`config.mk`:
```
export PLATFORM = sky130hd
export DESIGN_NAME = rpd_reference_pulse_decoder
export DESIGN_NICKNAME = d
export VERILOG_FILES = /design/src/hw/rpd_glitch_filter.v /design/src/hw/rpd_reference_pulse_decoder.v
export VERILOG_INCLUDE_DIRS = /design/src /design/src/hw
export SDC_FILE = /design/constraint.sdc
export NUM_CORES = 1
export LEC_CHECK = 0
export BUFFER_PORTS_ARGS = -buffer_cell sky130_fd_sc_hd__buf_2
export CORE_UTILIZATION = 35
export CTS_BUF_LIST = sky130_fd_sc_hd__clkbuf_4 sky130_fd_sc_hd__clkbuf_8
export DETAILED_ROUTE_END_ITERATION = 12
export PLACE_DENSITY = 0.49
export SLEW_MARGIN = 25
export SYNTH_ARGS = -nofsm -noshare
export SYNTH_HDL_FRONTEND = slang
export SYNTH_SLANG_ARGS = --single-unit
```
`constraint.sdc`:
```
create_clock -name aclk -period 5.02 [get_ports aclk]
set_input_delay 0.502 -clock aclk [delete_from_list [all_inputs] [get_ports aclk]]
set_output_delay 0.502 -clock aclk [all_outputs]
set_load 0.05 [all_outputs]
```
`src/hw/rpd_consts.vh`:
```
`ifndef RPD_CONSTS_VH
`define RPD_CONSTS_VH
// register byte offsets
`define RPD_OFF_CTRL 4'h0
`define RPD_OFF_FILT 4'h4
`define RPD_OFF_POS 4'h8
`define RPD_OFF_STAT 4'hc
// ctrl field positions
`define RPD_CTRL_FORM_LSB 0
`define RPD_CTRL_INV_LSB 4
`define RPD_CTRL_MODE_LSB 8
`define RPD_CTRL_CLR_BIT 12
// filt field positions
`define RPD_FILT_SEL_LSB 0
`define RPD_FILT_ENC_LSB 4
`define RPD_FILT_NOISE_BIT 8
// reset values
`define RPD_CTRL_RST 32'h0000_0000
`define RPD_FILT_RST 32'h0000_0003
// pulse forms
`define RPD_FORM_STEP_DIR 3'h0
`define RPD_FORM_FWD_REV 3'h1
`define RPD_FORM_QUAD_X1 3'h2
`define RPD_FORM_QUAD_X2 3'h3
`define RPD_FORM_QUAD_X4 3'h4
// control mode: position control with pulse train reference
`define RPD_MODE_PULSE_POS 4'h1
// input frequency limits in kHz, encoder types 3..5 and 6
`define RPD_FMAX_A0_KHZ 4000
`define RPD_FMAX_A1_KHZ 650
`define RPD_FMAX_A2_KHZ 150
`define RPD_FMAX_B0_KHZ 700
`define RPD_FMAX_B1_KHZ 200
`define RPD_FMAX_B2_KHZ 60
`define RPD_CLK_KHZ 20000
// stable-cycles per filter: half the shortest period, rounded down, min 1
`define RPD_CYC(f) (((`RPD_CLK_KHZ / (f)) / 2) < 1 ? 1 : \
  ((`RPD_CLK_KHZ / (f)) / 2))
// extra stable cycles added by the noise filter
`define RPD_NOISE_EXTRA 8
`endif

```
`src/hw/rpd_glitch_filter.v`:
```
`timescale 1ns/1ns
// accepts a new level only after it has been stable for limit cycles
module rpd_glitch_filter #(
  parameter W = 8
)
(
  // clock and reset
  input wire aclk,
  input wire aresetn,
  // data
  input wire din,
  input wire [W-1:0] limit,
  output reg dout
);
  reg [W-1:0] cnt;

  // counter restarts whenever input agrees with the held output
  always @(posedge aclk)
  begin
    if (!aresetn)
    begin
      cnt <= {W{1'b0}};
      dout <= 1'b0;
    end
    else if (din == dout)
      cnt <= {W{1'b0}};
    else if (cnt + {{(W-1){1'b0}}, 1'b1} >= limit)
    begin
      dout <= din;
      cnt <= {W{1'b0}};
    end
    else
      cnt <= cnt + {{(W-1){1'b0}}, 1'b1};
  end
endmodule

```
`src/hw/rpd_reference_pulse_decoder.v`:
```
// Function
// - pulse counting only when control mode selects pulse-train position.
// - encoder types 3..5: filter 0/1/2 pass up to 4M, 650k, 150k.
// - encoder type 6: filter 0/1/2 pass up to 700k, 200k, 60k.
// - form 0 step+dir, 1 fwd/rev trains, 2/3/4 quadrature x1/x2/x4.
// - multiplier applies only to quadrature forms.
// - inversion 0 none, 1 direction, 2 step, 3 both lines.
// - step+dir: direction high is forward, low is reverse.
// - quadrature: B leading A counts forward, B lagging counts reverse.
// - an extra noise filter setting is offered for open collector.
// - clear held low zeroes the error counter, stops position loop.
`timescale 1ns/1ns
`include "rpd_consts.vh"
module rpd_reference_pulse_decoder #(
  parameter CW = 32
)
(
  // clock and reset
  input wire aclk,
  input wire aresetn,
  // reference lines from the host
  input wire step_in,
  input wire dir_in,
  input wire error_counter_clear_n,
  // position reference outputs
  output reg ref_fwd,
  output reg ref_rev,
  output reg loop_enable,
  // axi4-lite write address
  input wire [3:0] s_axi_awaddr,
  input wire s_axi_awvalid,
  output reg s_axi_awready,
  // axi4-lite write data
  input wire [31:0] s_axi_wdata,
  input wire [3:0] s_axi_wstrb,
  input wire s_axi_wvalid,
  output reg s_axi_wready,
  // axi4-lite write response
  output reg [1:0] s_axi_bresp,
  output reg s_axi_bvalid,
  input wire s_axi_bready,
  // axi4-lite read address
  input wire [3:0] s_axi_araddr,
  input wire s_axi_arvalid,
  output reg s_axi_arready,
  // axi4-lite read data
  output reg [31:0] s_axi_rdata,
  output reg [1:0] s_axi_rresp,
  output reg s_axi_rvalid,
  input wire s_axi_rready
);
  localparam [1:0] RESP_OKAY = 2'b00, RESP_SLVERR = 2'b10;
  localparam integer LIM_A0 = `RPD_CYC(`RPD_FMAX_A0_KHZ);
  localparam integer LIM_A1 = `RPD_CYC(`RPD_FMAX_A1_KHZ);
  localparam integer LIM_A2 = `RPD_CYC(`RPD_FMAX_A2_KHZ); // over six bits
  localparam integer LIM_B0 = `RPD_CYC(`RPD_FMAX_B0_KHZ);
  localparam integer LIM_B1 = `RPD_CYC(`RPD_FMAX_B1_KHZ);
  localparam integer LIM_B2 = `RPD_CYC(`RPD_FMAX_B2_KHZ); // over six bits
  localparam integer NOISE_EXTRA = `RPD_NOISE_EXTRA;
  // write channel states, one-hot
  localparam [2:0] W_IDLE = 3'b001, W_HAVE = 3'b010, W_RESP = 3'b100;
  reg [31:0] ctrl, filt, w_data;
  reg [CW-1:0] position;
  reg [2:0] wstate;
  reg aw_got, w_got, a_prev, b_prev;
  reg [3:0] aw_addr, w_strb;
  reg [1:0] sync_step, sync_dir, sync_clr;
  reg [7:0] next_limit;
  reg next_fwd, next_rev;
  wire [2:0] form = ctrl[`RPD_CTRL_FORM_LSB +: 3];
  wire [1:0] inv = ctrl[`RPD_CTRL_INV_LSB +: 2];
  wire [3:0] mode = ctrl[`RPD_CTRL_MODE_LSB +: 4];
  wire [1:0] fsel = filt[`RPD_FILT_SEL_LSB +: 2];
  wire [3:0] enc = filt[`RPD_FILT_ENC_LSB +: 4];
  wire noise_filter_field = filt[`RPD_FILT_NOISE_BIT];
  wire pulse_mode = (mode == `RPD_MODE_PULSE_POS);
  wire clr_active = ~sync_clr[1] | ctrl[`RPD_CTRL_CLR_BIT];
  wire a_filt, b_filt, a_line, b_line;
  // two-stage synchronisers for the pins
  always @(posedge aclk)
  begin
    if (!aresetn)
    begin
      sync_step <= 2'b00;
      sync_dir <= 2'b00;
      sync_clr <= 2'b11;
    end
    else
    begin
      sync_step <= {sync_step[0], step_in};
      sync_dir <= {sync_dir[0], dir_in};
      sync_clr <= {sync_clr[0], error_counter_clear_n};
    end
  end

  // filter stability window chosen by encoder type and filter setting
  always @*
  begin
    if (enc == 4'h6)
    begin
      case (fsel)
        2'h0: next_limit = LIM_B0[7:0];
        2'h1: next_limit = LIM_B1[7:0];
        default: next_limit = LIM_B2[7:0];
      endcase
    end
    else
    begin
      case (fsel)
        2'h0: next_limit = LIM_A0[7:0];
        2'h1: next_limit = LIM_A1[7:0];
        default: next_limit = LIM_A2[7:0];
      endcase
    end
    if (noise_filter_field)
      next_limit = next_limit + NOISE_EXTRA[7:0];
  end

  // one filter each for the step and direction lines
  rpd_glitch_filter #(.W(8)) u_filt_step (
    .aclk(aclk),
    .aresetn(aresetn),
    .din(sync_step[1]),
    .limit(next_limit),
    .dout(a_filt)
  );
  rpd_glitch_filter #(.W(8)) u_filt_dir (
    .aclk(aclk),
    .aresetn(aresetn),
    .din(sync_dir[1]),
    .limit(next_limit),
    .dout(b_filt)
  );

  // polarity: bit0 inverts direction, bit1 inverts step
  assign b_line = b_filt ^ inv[0];
  assign a_line = a_filt ^ inv[1];
  // decode one count per cycle; a and b edges are tracked together
  always @*
  begin
    next_fwd = 1'b0;
    next_rev = 1'b0;
    case (form)
      `RPD_FORM_STEP_DIR, `RPD_FORM_QUAD_X1:
      begin
        // rising step or phase a; other line sets the way; no multiplier
        if (a_line && !a_prev)
        begin
          next_fwd = b_line;
          next_rev = ~b_line;
        end
      end
      `RPD_FORM_FWD_REV:
      begin
        next_fwd = a_line & ~a_prev;
        next_rev = b_line & ~b_prev;
      end
      `RPD_FORM_QUAD_X2:
      begin
        if (a_line != a_prev)
        begin
          next_fwd = (a_line == b_line);
          next_rev = (a_line != b_line);
        end
      end
      `RPD_FORM_QUAD_X4:
      begin
        // both phases; a simultaneous change of both is an illegal jump
        if ((a_line != a_prev) && (b_line == b_prev))
        begin
          next_fwd = (a_line == b_line);
          next_rev = (a_line != b_line);
        end
        else if ((b_line != b_prev) && (a_line == a_prev))
        begin
          next_fwd = (a_line != b_line);
          next_rev = (a_line == b_line);
        end
      end
      default:
        next_fwd = 1'b0;
    endcase
  end
  // reference outputs and the error position counter
  always @(posedge aclk)
  begin
    if (!aresetn)
    begin
      a_prev <= 1'b0;
      b_prev <= 1'b0;
      ref_fwd <= 1'b0;
      ref_rev <= 1'b0;
      loop_enable <= 1'b0;
      position <= {CW{1'b0}};
    end
    else
    begin
      a_prev <= a_line;
      b_prev <= b_line;
      // forward and reverse together cancel, so neither is reported
      ref_fwd <= pulse_mode & next_fwd & ~next_rev;
      ref_rev <= pulse_mode & next_rev & ~next_fwd;
      loop_enable <= pulse_mode & ~clr_active;
      if (clr_active)
        position <= {CW{1'b0}};
      else if (pulse_mode && next_fwd && !next_rev)
        position <= position + {{(CW-1){1'b0}}, 1'b1};
      else if (pulse_mode && next_rev && !next_fwd)
        position <= position - {{(CW-1){1'b0}}, 1'b1};
    end
  end

  // write path: address and data in either order, then response
  always @(posedge aclk)
  begin
    if (!aresetn)
    begin
      wstate <= W_IDLE;
      aw_got <= 1'b0;
      w_got <= 1'b0;
      aw_addr <= 4'h0;
      w_data <= 32'h0000_0000;
      w_strb <= 4'h0;
      s_axi_awready <= 1'b0;
      s_axi_wready <= 1'b0;
      s_axi_bvalid <= 1'b0;
      s_axi_bresp <= RESP_OKAY;
      ctrl <= `RPD_CTRL_RST;
      filt <= `RPD_FILT_RST;
    end
    else
    begin
      s_axi_awready <= 1'b0;
      s_axi_wready <= 1'b0;
      case (wstate)
        W_IDLE:
        begin
          if (s_axi_awvalid && !aw_got && !s_axi_awready)
          begin
            s_axi_awready <= 1'b1;
            aw_addr <= s_axi_awaddr;
            aw_got <= 1'b1;
          end
          if (s_axi_wvalid && !w_got && !s_axi_wready)
          begin
            s_axi_wready <= 1'b1;
            w_data <= s_axi_wdata;
            w_strb <= s_axi_wstrb;
            w_got <= 1'b1;
          end
          if (aw_got && w_got)
            wstate <= W_HAVE;
        end
        W_HAVE:
        begin
          // only ctrl and filt are writable
          s_axi_bresp <= RESP_OKAY;
          if (aw_addr == `RPD_OFF_CTRL)
          begin
            if (w_strb[0])
              ctrl[7:0] <= w_data[7:0];
            if (w_strb[1])
              ctrl[15:8] <= w_data[15:8];
          end
          else if (aw_addr == `RPD_OFF_FILT)
          begin
            if (w_strb[0])
              filt[7:0] <= w_data[7:0];
            if (w_strb[1])
              filt[15:8] <= w_data[15:8];
          end
          else if (aw_addr != `RPD_OFF_POS && aw_addr != `RPD_OFF_STAT)
            s_axi_bresp <= RESP_SLVERR;
          s_axi_bvalid <= 1'b1;
          aw_got <= 1'b0;
          w_got <= 1'b0;
          wstate <= W_RESP;
        end
        W_RESP:
        begin
          if (s_axi_bready)
          begin
            s_axi_bvalid <= 1'b0;
            wstate <= W_IDLE;
          end
        end
        default:
          wstate <= W_IDLE;
      endcase
    end
  end

  // read path: one cycle to accept, data valid in that same cycle
  always @(posedge aclk)
  begin
    if (!aresetn)
    begin
      s_axi_arready <= 1'b0;
      s_axi_rvalid <= 1'b0;
      s_axi_rdata <= 32'h0000_0000;
      s_axi_rresp <= RESP_OKAY;
    end
    else
    begin
      s_axi_arready <= 1'b0;
      if (s_axi_rvalid)
      begin
        if (s_axi_rready)
          s_axi_rvalid <= 1'b0;
      end
      else if (s_axi_arvalid && !s_axi_arready)
      begin
        s_axi_arready <= 1'b1;
        s_axi_rvalid <= 1'b1;
        s_axi_rresp <= RESP_OKAY;
        case (s_axi_araddr)
          `RPD_OFF_CTRL: s_axi_rdata <= {16'h0000, ctrl[15:0]};
          `RPD_OFF_FILT: s_axi_rdata <= {16'h0000, filt[15:0]};
          `RPD_OFF_POS: s_axi_rdata <= position[31:0];
          `RPD_OFF_STAT: s_axi_rdata <= {28'h0000000, loop_enable,
            clr_active, b_line, a_line};
          default:
          begin
            s_axi_rdata <= 32'h0000_0000;
            s_axi_rresp <= RESP_SLVERR;
          end
        endcase
      end
    end
  end
endmodule

```
# Yosys cells after proc, flatten, opt, wreduce, memory -nomap -nowiden
# Index checks and enable logic that the tools add are counted.
[op_classes] magnitude_cmp=2 add_sub_neg=5 eq_ne=28 n_mux=35 bitwise=22 n_reduce_logical=49
[op_table] op="$pmux 32 s4" count=1
[op_table] op="$mux 32" count=2
[op_table] op="$add 32x1->32 const B" count=1
[op_table] op="$sub 32x1->32 const B" count=1
[op_table] op="$reduce_and 2->1" count=10
[op_table] op="$add 8x1->8 const B" count=2
[op_table] op="$ge 8x8->1" count=2
[op_table] op="$mux 1" count=16
[op_table] op="$mux 8" count=2
[op_table] op="$pmux 8 s2" count=1
[op_table] op="$logic_and 1x1->1" count=14
[op_table] op="$pmux 7 s2" count=1
[op_table] op="$eq 4x3->1 const B" count=3
[op_table] op="$not 1->1" count=12
[op_table] op="$eq 3x2->1 const B" count=3
[op_table] op="$pmux 3 s3" count=1
[op_table] op="$add 8x4->8 const B" count=1
[op_table] op="$eq 4x4->1 const B" count=2
[op_table] op="$logic_not 1->1" count=8
[op_table] op="$logic_not 4->1" count=2
[op_table] op="$mux 2" count=4
[op_table] op="$ne 2x2->1 const B" count=4
[op_table] op="$ne 4x4->1 const B" count=2
[op_table] op="$pmux 1 s4" count=2
[op_table] op="19 further kinds" count=44
[word_totals] in_bits=54 reg_bits=161 output_inout_bits=44 elab_cells=172

# Depth between registers and ports, before layout
# Gate-level depths: netlist of the first run.
[logic_depth] ltp_word=10 mapped_depth=19

# Modules after synthesis
# Synthesis of the first run repeated with hierarchy kept, for this count alone.
[unflattened] cells_unflattened=1015 hier_area_um2=8510.7
[by_module_without_submodules] mod="rpd_reference_pulse_decoder" seq_area_each_um2=2822.7 area_per_inst_um2=7297.0 cells_per_inst=885 instances=1
[by_module_without_submodules] mod="rpd_glitch_filter" seq_area_each_um2=180.2 area_per_inst_um2=606.8 cells_per_inst=65 instances=2

# Least setup slack after synthesis of the first run
# No wires, ideal clock.
[synth_path] kind="register to register" startpoint="reg u_filt_dir.dout" endpoint="reg position[30]" slack_ns=0.801 arrival_time_ns=4.097 stages_incl_launch_ff=18 period_less_slack_ns=4.219 path_cell_list="dfxtp_1 xor2_2 ha_1 or3_1 a32oi_1 or3_1 buf_2 ha_1 clkbuf_1 and3_1 and3_1 o221ai_1 nand3_1 o21ai_1 o21ai_0 a311oi_1 nor4_1 a311o_1"
[synth_via] elab_chain_cells=9 word_cells_on_any_way=27 cone_classes="eq/ne: 4; mux: 11; bitwise: 3; reduce/logical: 9"
[synth_rtl] element="from (decl)" line_no="rpd_glitch_filter.v:13" source="output reg dout"
[synth_rtl] element="from (signal assigned)" line_no="rpd_glitch_filter.v:29" source="dout <= din;"
[synth_rtl] element="$xor 1x1->1 (*)" line_no="rpd_reference_pulse_decoder.v:136" source="assign b_line = b_filt ^ inv[0];"
[synth_rtl] element="named net b_line" line_no="rpd_reference_pulse_decoder.v:78" source="wire a_filt, b_filt, a_line, b_line;"
[synth_rtl] element="$ne 1x1->1" line_no="rpd_reference_pulse_decoder.v:174" source="else if ((b_line != b_prev) && (a_line == a_prev))"
[synth_rtl] element="$logic_and 1x1->1" line_no="rpd_reference_pulse_decoder.v:174"
[synth_rtl] element="$mux 1" line_no="rpd_reference_pulse_decoder.v:174"
[synth_rtl] element="$mux 1" line_no="rpd_reference_pulse_decoder.v:169" source="if ((a_line != a_prev) && (b_line == b_prev))"
[synth_rtl] element="$pmux 1 s4" line_no="rpd_reference_pulse_decoder.v:143" source="case (form)"
[synth_rtl] element="$logic_and 1x1->1 (tied with other cells)" line_no="rpd_reference_pulse_decoder.v:206" source="else if (pulse_mode && next_fwd && !next_rev)"
[synth_rtl] element="$logic_and 1x1->1 (on tied branches)" line_no="rpd_reference_pulse_decoder.v:206, rpd_reference_pulse_decoder.v:208"
[synth_rtl] element="$mux 32 / $reduce_bool 2->1 (equally long branches)"
[synth_rtl] element="to (signal assigned)" line_no="rpd_reference_pulse_decoder.v:205" source="position <= {CW{1'b0}};"
[synth_rtl] element="to (signal assigned)" line_no="rpd_reference_pulse_decoder.v:207" source="position <= position + {{(CW-1){1'b0}}, 1'b1};"
[synth_rtl] element="to (signal assigned)" line_no="rpd_reference_pulse_decoder.v:209" source="position <= position - {{(CW-1){1'b0}}, 1'b1};"
[synth_rtl] element="to (decl)" line_no="rpd_reference_pulse_decoder.v:63" source="reg [CW-1:0] position;"
# The timed path passes the listed nets; every way through them passes the cells marked *.
# A chain may end at the register's enable or synchronous reset.

# Final worst setup path of the first run
[layout_path] startpoint="reg ctrl[5]" endpoint="reg position[29]"
[layout_via] elab_chain_cells=9 word_cells_on_any_way=27 cone_classes="eq/ne: 4; mux: 11; bitwise: 2; reduce/logical: 10"
[layout_rtl] element="from (decl)" line_no="rpd_reference_pulse_decoder.v:62" source="reg [31:0] ctrl, filt, w_data;"
[layout_rtl] element="from (signal assigned)" line_no="rpd_reference_pulse_decoder.v:228" source="ctrl <= `RPD_CTRL_RST;"
[layout_rtl] element="from (signal assigned)" line_no="rpd_reference_pulse_decoder.v:261" source="ctrl[7:0] <= w_data[7:0];"
[layout_rtl] element="$xor 1x1->1 (*)" line_no="rpd_reference_pulse_decoder.v:137" source="assign a_line = a_filt ^ inv[1];"
[layout_rtl] element="$eq 1x1->1" line_no="rpd_reference_pulse_decoder.v:174"
[layout_rtl] element="$logic_and 1x1->1" line_no="rpd_reference_pulse_decoder.v:174"
[layout_rtl] element="$mux 1" line_no="rpd_reference_pulse_decoder.v:174"
[layout_rtl] element="$mux 1" line_no="rpd_reference_pulse_decoder.v:169"
[layout_rtl] element="$pmux 1 s4" line_no="rpd_reference_pulse_decoder.v:143"
[layout_rtl] element="$logic_and 1x1->1 (tied with other cells)" line_no="rpd_reference_pulse_decoder.v:206"
[layout_rtl] element="$logic_and 1x1->1 (on tied branches)" line_no="rpd_reference_pulse_decoder.v:206, rpd_reference_pulse_decoder.v:208"
[layout_rtl] element="$mux 32 / $reduce_bool 2->1 (equally long branches)"
# Mark *: on every way between the ends. The rest lies on a longest branch, timed or not.

==> results of run 1 <==
-- layer usage --
layer | track usage | share of wire | routed length, µm | vias to the layer above
li1 | - | - | - | 3434
met1 | 0.2374 | 0.51 | 9845 | 3095
met2 | 0.2594 | 0.45 | 8668 | 102
met3 | 0.03418 | 0.033 | 641 | 8
met4 | 0.03819 | 0.0069 | 133 | 0
met5 | 0 | 0 | 0 | -
-- flip-flops by register name (all words and copies together), names as in the netlist, 3 cells and up --
register	flops
s_axi_rdata	32
filt	16
position	32
u_filt_step.cnt	8
wstate	3
aw_addr	4
ctrl	16
u_filt_dir.cnt	8
w_data	16
-- per-stage QoR --
stage	util	power, W
final	0.4036	0.002384
after global routing	0.4036	0.002498
after CTS	0.4033	0.002427
after detailed placement	0.3858	0.001462
after global placement	0.3858	0.001461
after floorplan	-	0.001417
-- synthesized netlist by cell type (5+ instances only) --
cell type / instances
o21ai_0: 32
xor2_1: 18
and3_1: 10
and2_1: 11
xnor2_1: 25
nor2_1: 106
inv_1: 21
nor2b_1: 16
clkbuf_1: 37
o211ai_1: 6
nand2_1: 116
nand2b_1: 17
nand3_1: 25
a211oi_1: 7
a22oi_1: 33
dfxtp_1: 159
a21o_1: 25
or2_2: 5
mux2i_1: 55
o21bai_1: 6
nor3_1: 7
a21oi_1: 83
ha_1: 49
-- report_power, final --
group          internal (W)  leakage, nW  switching, W
Combinational     0.0000397         2.72     0.0000912
Sequential          0.00128         1.29     0.0000158
Clock              0.000378        0.196      0.000577
Total               0.00170         4.20      0.000684
-- what timing repair did --
item                       CTS  global route
buffers inserted             0             0
gates resized for setup      0             2
setup endpoints to repair    0             2
-- kinds of logic (layout without fill, tap and decap cells) --
logic type | Yosys count | after routing
AO/OA/AOI/OAI | 224 | 224
XOR/XNOR | 46 | 46
adder cells (fa/ha/maj) | 50 | 50
buffers and inverters | 67 | 138
flip-flops | 159 | 159
multiplexers | 59 | 59
other | 1 | 2
AND/OR/NAND/NOR | 338 | 338
-- placed cells by master, fill, tap and decap left out, types with 4 or more instances in the layout --
master,Yosys,final
dfxtp_1,159,159
nand2_1,116,116
nor2_1,106,106
a21oi_1,83,83
buf_2,3,77
mux2i_1,55,55
ha_1,49,49
a22oi_1,33,33
o21ai_0,32,31
nand3_1,25,25
xnor2_1,25,25
a21o_1,25,25
inv_1,21,21
xor2_1,18,18
nand2b_1,17,17
clkbuf_8,0,17
nor2b_1,16,16
and2_1,11,12
and3_1,10,10
a211oi_1,7,7
inv_8,0,7
nor3_1,7,6
o211ai_1,6,6
o21bai_1,6,6
or2_2,5,5
buf_4,2,5
or3_1,4,4
a31o_2,4,4
a31oi_1,4,4
o21a_1,4,4
-- worst paths after layout --
path                                            start  depth (start not counted)      endpoint
worst max register to register                ctrl[5]                         16  position[29]
worst min-delay path            error_counter_clear_n                          2   sync_clr[0]
worst min register to register            sync_dir[0]                          1   sync_dir[1]
worst max-delay path                          ctrl[5]                         16  position[29]
-- cell type report --
class	count	area share
Clock buffer	17	0.02553
Clock inverter	15	0.01761
Inverter	22	0.009010
Multi-Input combinational cell	719	0.5121
Sequential cell	159	0.3473
Tap cell	285	0.03891
Timing Repair Buffer	84	0.04956
==> impl_metrics.yaml, run 1 <==
run_status:
  status: "finished clean"
hold_path:
  min_path_type: "in2reg"
sta:
  post-route-period-util: 0.9245
  slew_viol_final: 0
  skew_ps: 18.72
  min_period_ps: 4641
  setup_ws_ps: 379.3
  finalSetupTns_ps: 0
  setup_viol: 0
  hold_ws_ps: 238.3
  tightest_slew_ps: 856.0
  hold_viol: 0
  rsz0062_at_grt: "no"
  fmax_ghz: 0.2155
  slew_headroom: 0.4272
worst_setup_path:
  crit_type: "reg2reg"
  critPathRequiredTime_ps: 5330
  startpoint_type: "flip-flop"
  crit_buf_inv: 1
  cp_top_family: "compound AO/OA/AOI/OAI gates"
  crit_chain: "xor2_2 -> ha_1 -> o311ai_0 -> a22oi_1 -> or3_1 -> buf_12 -> ha_1 -> a211o_1 -> a21oi_1 -> nor2_1 -> or3_1 -> o211ai_1 -> nand4b_1 -> a41oi_1 -> xor2_1 -> a211oi_1"
  regToRegSetupSlack_ps: 380
  crit_fanout: 35
  slowest_delay_ps: 430
  cp_slowest_cell: "dfxtp_1"
  arrival_ps: 4950
  end_kind: "flip-flop"
placed_design:
  dp_slack_ps: 384.7
  numPortBuffers: 77
  dpl.cell_count: 1269
  dpl-instance-area_um2: 8762
  dp_hpwl_um: 13620
  gp_congestion: 0.8110
global_routing:
  grt_max_degree: 97
  gr-total-overflow: 0
  grt_pass1_vias: 6222
  grt_use_total: 0.1673
  grt_first_pass_wirelength_um: 32120
  grt_antenna_before_repair: 0
route:
  viasPerCell: 5.103
  drt-wirelength-per-cell_um: 14.83
  vias: 6639
  drc_errors: 0
  ant_nets: 0
  wirelength_um: 19290
  drt-initial-drc-count: 314
  drtPass1Iterations: 7
logic_synthesis:
  synthXorXnorAreaFrac: 0.05230
  async_flop_share: 0
  yosysSeqAreaShare: 0.3913
  synth.top_cells.by_area: "dfxtp_1, ha_1, mux2i_1"
  synth_compound_area_frac: 0.1744
  synth-adder-area-share: 0.07783
  synth_edf_count: 0
  synth_top_family_by_area: "simple AND/OR/NAND/NOR gates"
  synth.top_cell.area_share: 0.3913
  post_synth_num_cell_types: 67
  avgSynthCellArea_um2: 8.617
  yosysWarnings: 0
  synthFlopType: "dfxtp_1"
  synth_seq_cells: 159
  yosys.area_share.simple: 0.1912
  syn_area_um2: 8134
  synth_mux_area_frac: 0.07922
  postSynthCellCount: 944
  yosysTopAreaCell: "dfxtp_1"
clock_network:
  postCtsHoldBufs: 0
  clk_pin_slew_ps: 100
  clk_root_buffer_cell: "clkbuf_8"
  ctsHtreeMaxLevel: 4
  cts_tree: "done"
  numCtsBuffers: 17
  clockBufferDepth: 2
  clock_latency_ps: 470
  cts.sinks: 159
floorplan:
  io_pins: 98
  fp.dieW_um: 154.4
  die_h_um: 154.4
  fp.dieArea_um2: 23850
  core_um2: 22710
  num_rows: 55
  start_util: 0.3582
finish:
  fin_area_um2: 9165
  antennaDiodeCount: 0
  areaGrowthSynthToFinish_pct: 12.67
  layout-drive-gt1-share: 0.1368
  regArea_um2: 3183
  num-fill-cells: 2329
  fin_nets: 1107
  fin_cells: 1301
  multi_input_area_um2: 4693
pwr:
  p_per_area_nw_per_um2: 260.1
  vdd_ir_drop_max_v: 0.0001466
  p_leak_nw: 4.199
job:
  drv_cap: 0
Power figures use the tool's default switching activity.
==> inputs of run 2 (changes only) <==
- BUFFER_PORTS_ARGS: -buffer_cell sky130_fd_sc_hd__buf_2 -> not set
- DONT_BUFFER_PORTS: not set -> 1
- GPL_ROUTABILITY_DRIVEN: not set -> 0
- PLACE_DENSITY: 0.49 -> 0.45
==> run 2 against run 1 <==
- sequential power is essentially flat
- via count decreased by 5.0%
- worst hold slack got worse by 140 ps
- wire length increased by 3.9%
- clock skew down 6.1 ps
- count of clock-buffer cells in the layout is the same
- largest power group unchanged
- critical endpoint unchanged
- non-clock buffer count shrank 78
- clock power barely moved
- fmax down 1.6%
- sequential share of layout area increased by 1.6 points
- highest routed layer unchanged
==> impl_metrics.yaml, run 2 (synthesized netlist as in run 1, its figures left out) <==
route:
  ant_nets: 0
  drc_errors: 0
  drt-wirelength-per-cell_um: 16.39
  vias: 6304
  drt-initial-drc-count: 341
  wirelength_um: 20040
  drtPass1Iterations: 4
  viasPerCell: 5.155
clock_network:
  cts_tree: "done"
  clk_pin_slew_ps: 90
  numCtsBuffers: 17
  cts.sinks: 159
  clk_root_buffer_cell: "clkbuf_8"
  clock_latency_ps: 470
  ctsHtreeMaxLevel: 4
  clockBufferDepth: 2
floorplan:
  fp.dieArea_um2: 23850
  io_pins: 98
  start_util: 0.3582
  num_rows: 55
  fp.dieW_um: 154.4
  die_h_um: 154.4
  core_um2: 22710
sta:
  setup_ws_ps: 301.7
  hold_viol: 0
  rsz0062_at_grt: "no"
  tightest_slew_ps: 915.7
  finalSetupTns_ps: 0
  slew_viol_final: 0
  skew_ps: 12.65
  min_period_ps: 4718
  setup_viol: 0
  slew_headroom: 0.3896
  fmax_ghz: 0.2119
  post-route-period-util: 0.9399
placed_design:
  dpl-instance-area_um2: 8369
  dp_slack_ps: 294.4
  numPortBuffers: 0
  dp_hpwl_um: 14240
  dpl.cell_count: 1191
worst_setup_path:
  reg2reg_from: "ctrl[5]"
  crit_end: "position[29]"
  regToRegSetupSlack_ps: 300
  r2r_end: "position[29]"
  crit_type: "reg2reg"
  critPathRequiredTime_ps: 5400
  r2r_cells: 16
  crit_fanout: 35
  arrival_ps: 5090
  end_kind: "flip-flop"
  startpoint_type: "flip-flop"
  critPathLaunch: "ctrl[5]"
finish:
  fin_area_um2: 8770
  layout-drive-gt1-share: 0.06503
  reg_top3: "position (32), s_axi_rdata (32)"
  finish.utilization: 0.3862
  antennaDiodeCount: 0
  most-common-layout-cells: "dfxtp_1, nand2_1, nor2_1"
  fin_nets: 1029
  num-fill-cells: 2369
  areaGrowthSynthToFinish_pct: 7.814
  fin_cells: 1223
  final_common_cell: "dfxtp_1"
pwr:
  p_per_area_nw_per_um2: 269.8
  share_seq_of_total_power: 0.554
  power_frac_comb: 0.040
  vdd_ir_drop_max_v: 0.0001638
  p_leak_nw: 3.831
  p_int_w: 0.001689
  clkPwrFrac: 0.405
  power_switching_w: 0.0006764
  switching_share: 0.2859
global_routing:
  grt_use_total: 0.1737
  grt_antenna_before_repair: 0
  grt_max_degree: 87
  gr-total-overflow: 0
  grt_pass1_vias: 6225
  grt_first_pass_wirelength_um: 32730
hold_path:
  hp-start: "aresetn"
  min_path_type: "in2reg"
job:
  drv_cap: 0
run_status:
  status: "finished clean"
[run 2: changes by cell type in the layout (fill, tap and decap cells not counted), sizes merged]
cell,change
clkinv,+1
inv,+1
buf,-78
clkinvlp,-2
[run 2: repair_timing]
item                                    in CTS  in global routing
endpoints found under the setup margin       0                  2
hold endpoints to repair                     0                  0
buffers inserted                             0                  0
hold buffers                                 0                  0
resized for setup                            0                  2
[run 2: area by class of cell]
type	instances	area (µm²)	area share
clock buffers	17	234.0	0.02668
clock inverters	15	162.7	0.01855
inverters	22	82.58	0.009416
multi-input cells	719	4693	0.5352
flip-flops and latches	159	3183	0.3630
well taps	285	356.6	0.04066
repair buffers	6	57.56	0.006563
[run 2: power by group through the flow]
| stage | sequential [W] | combinational (W) | clock, W |
|---|---|---|---|
| detailed placement | 0.00134 | 0.0000978 | 0 |
| floorplan | 0.00134 | 0.0000817 | 0 |
| global placement | 0.00134 | 0.0000976 | 0 |
| CTS | 0.00131 | 0.0000980 | 0.00100 |
| global route | 0.00132 | 0.000109 | 0.00105 |
| finish | 0.00131 | 0.0000956 | 0.000958 |
[run 2: worst min-delay path by stage]
stage,endpoint,slack [ps],cells after the start
finish,filt[1],100,1
global route,filt[0],60,1
floorplan,sync_clr[1],390,1
detailed placement,sync_clr[1],400,1
CTS,filt[1],70,1
global placement,sync_clr[1],390,1
[run 2: critical path, stage by stage (launching register included)]
cell	delay (ps)
dfxtp_1	420
xor2_2	290
ha_1	320
o311ai_0	360
a22oi_1	170
or3_1	370
buf_12	200
ha_1	300
a211o_1	320
a21oi_1	230
nor2_1	110
or3_1	390
o211ai_1	290
nand4b_1	220
a41oi_1	290
xor2_1	90
a211oi_1	220
[run 2: stage by stage]
step           total power (W)  hold slack, ps
3_3_place_gp          0.001439           394.2
5_1_grt               0.002474           59.37
4_1_cts               0.002411           68.09
2_1_floorplan         0.001417           386.3
6_report              0.002366           101.3
3_5_place_dp          0.001439           396.1
[run 2: layer usage]
metal,track usage,wire [µm],up-vias,share of wire
met5,0,0,-,0
met4,0.04668,206,0,0.010
met3,0.04819,953,15,0.048
met2,0.2704,8794,83,0.44
met1,0.2349,10090,2925,0.50
li1,-,-,3281,-
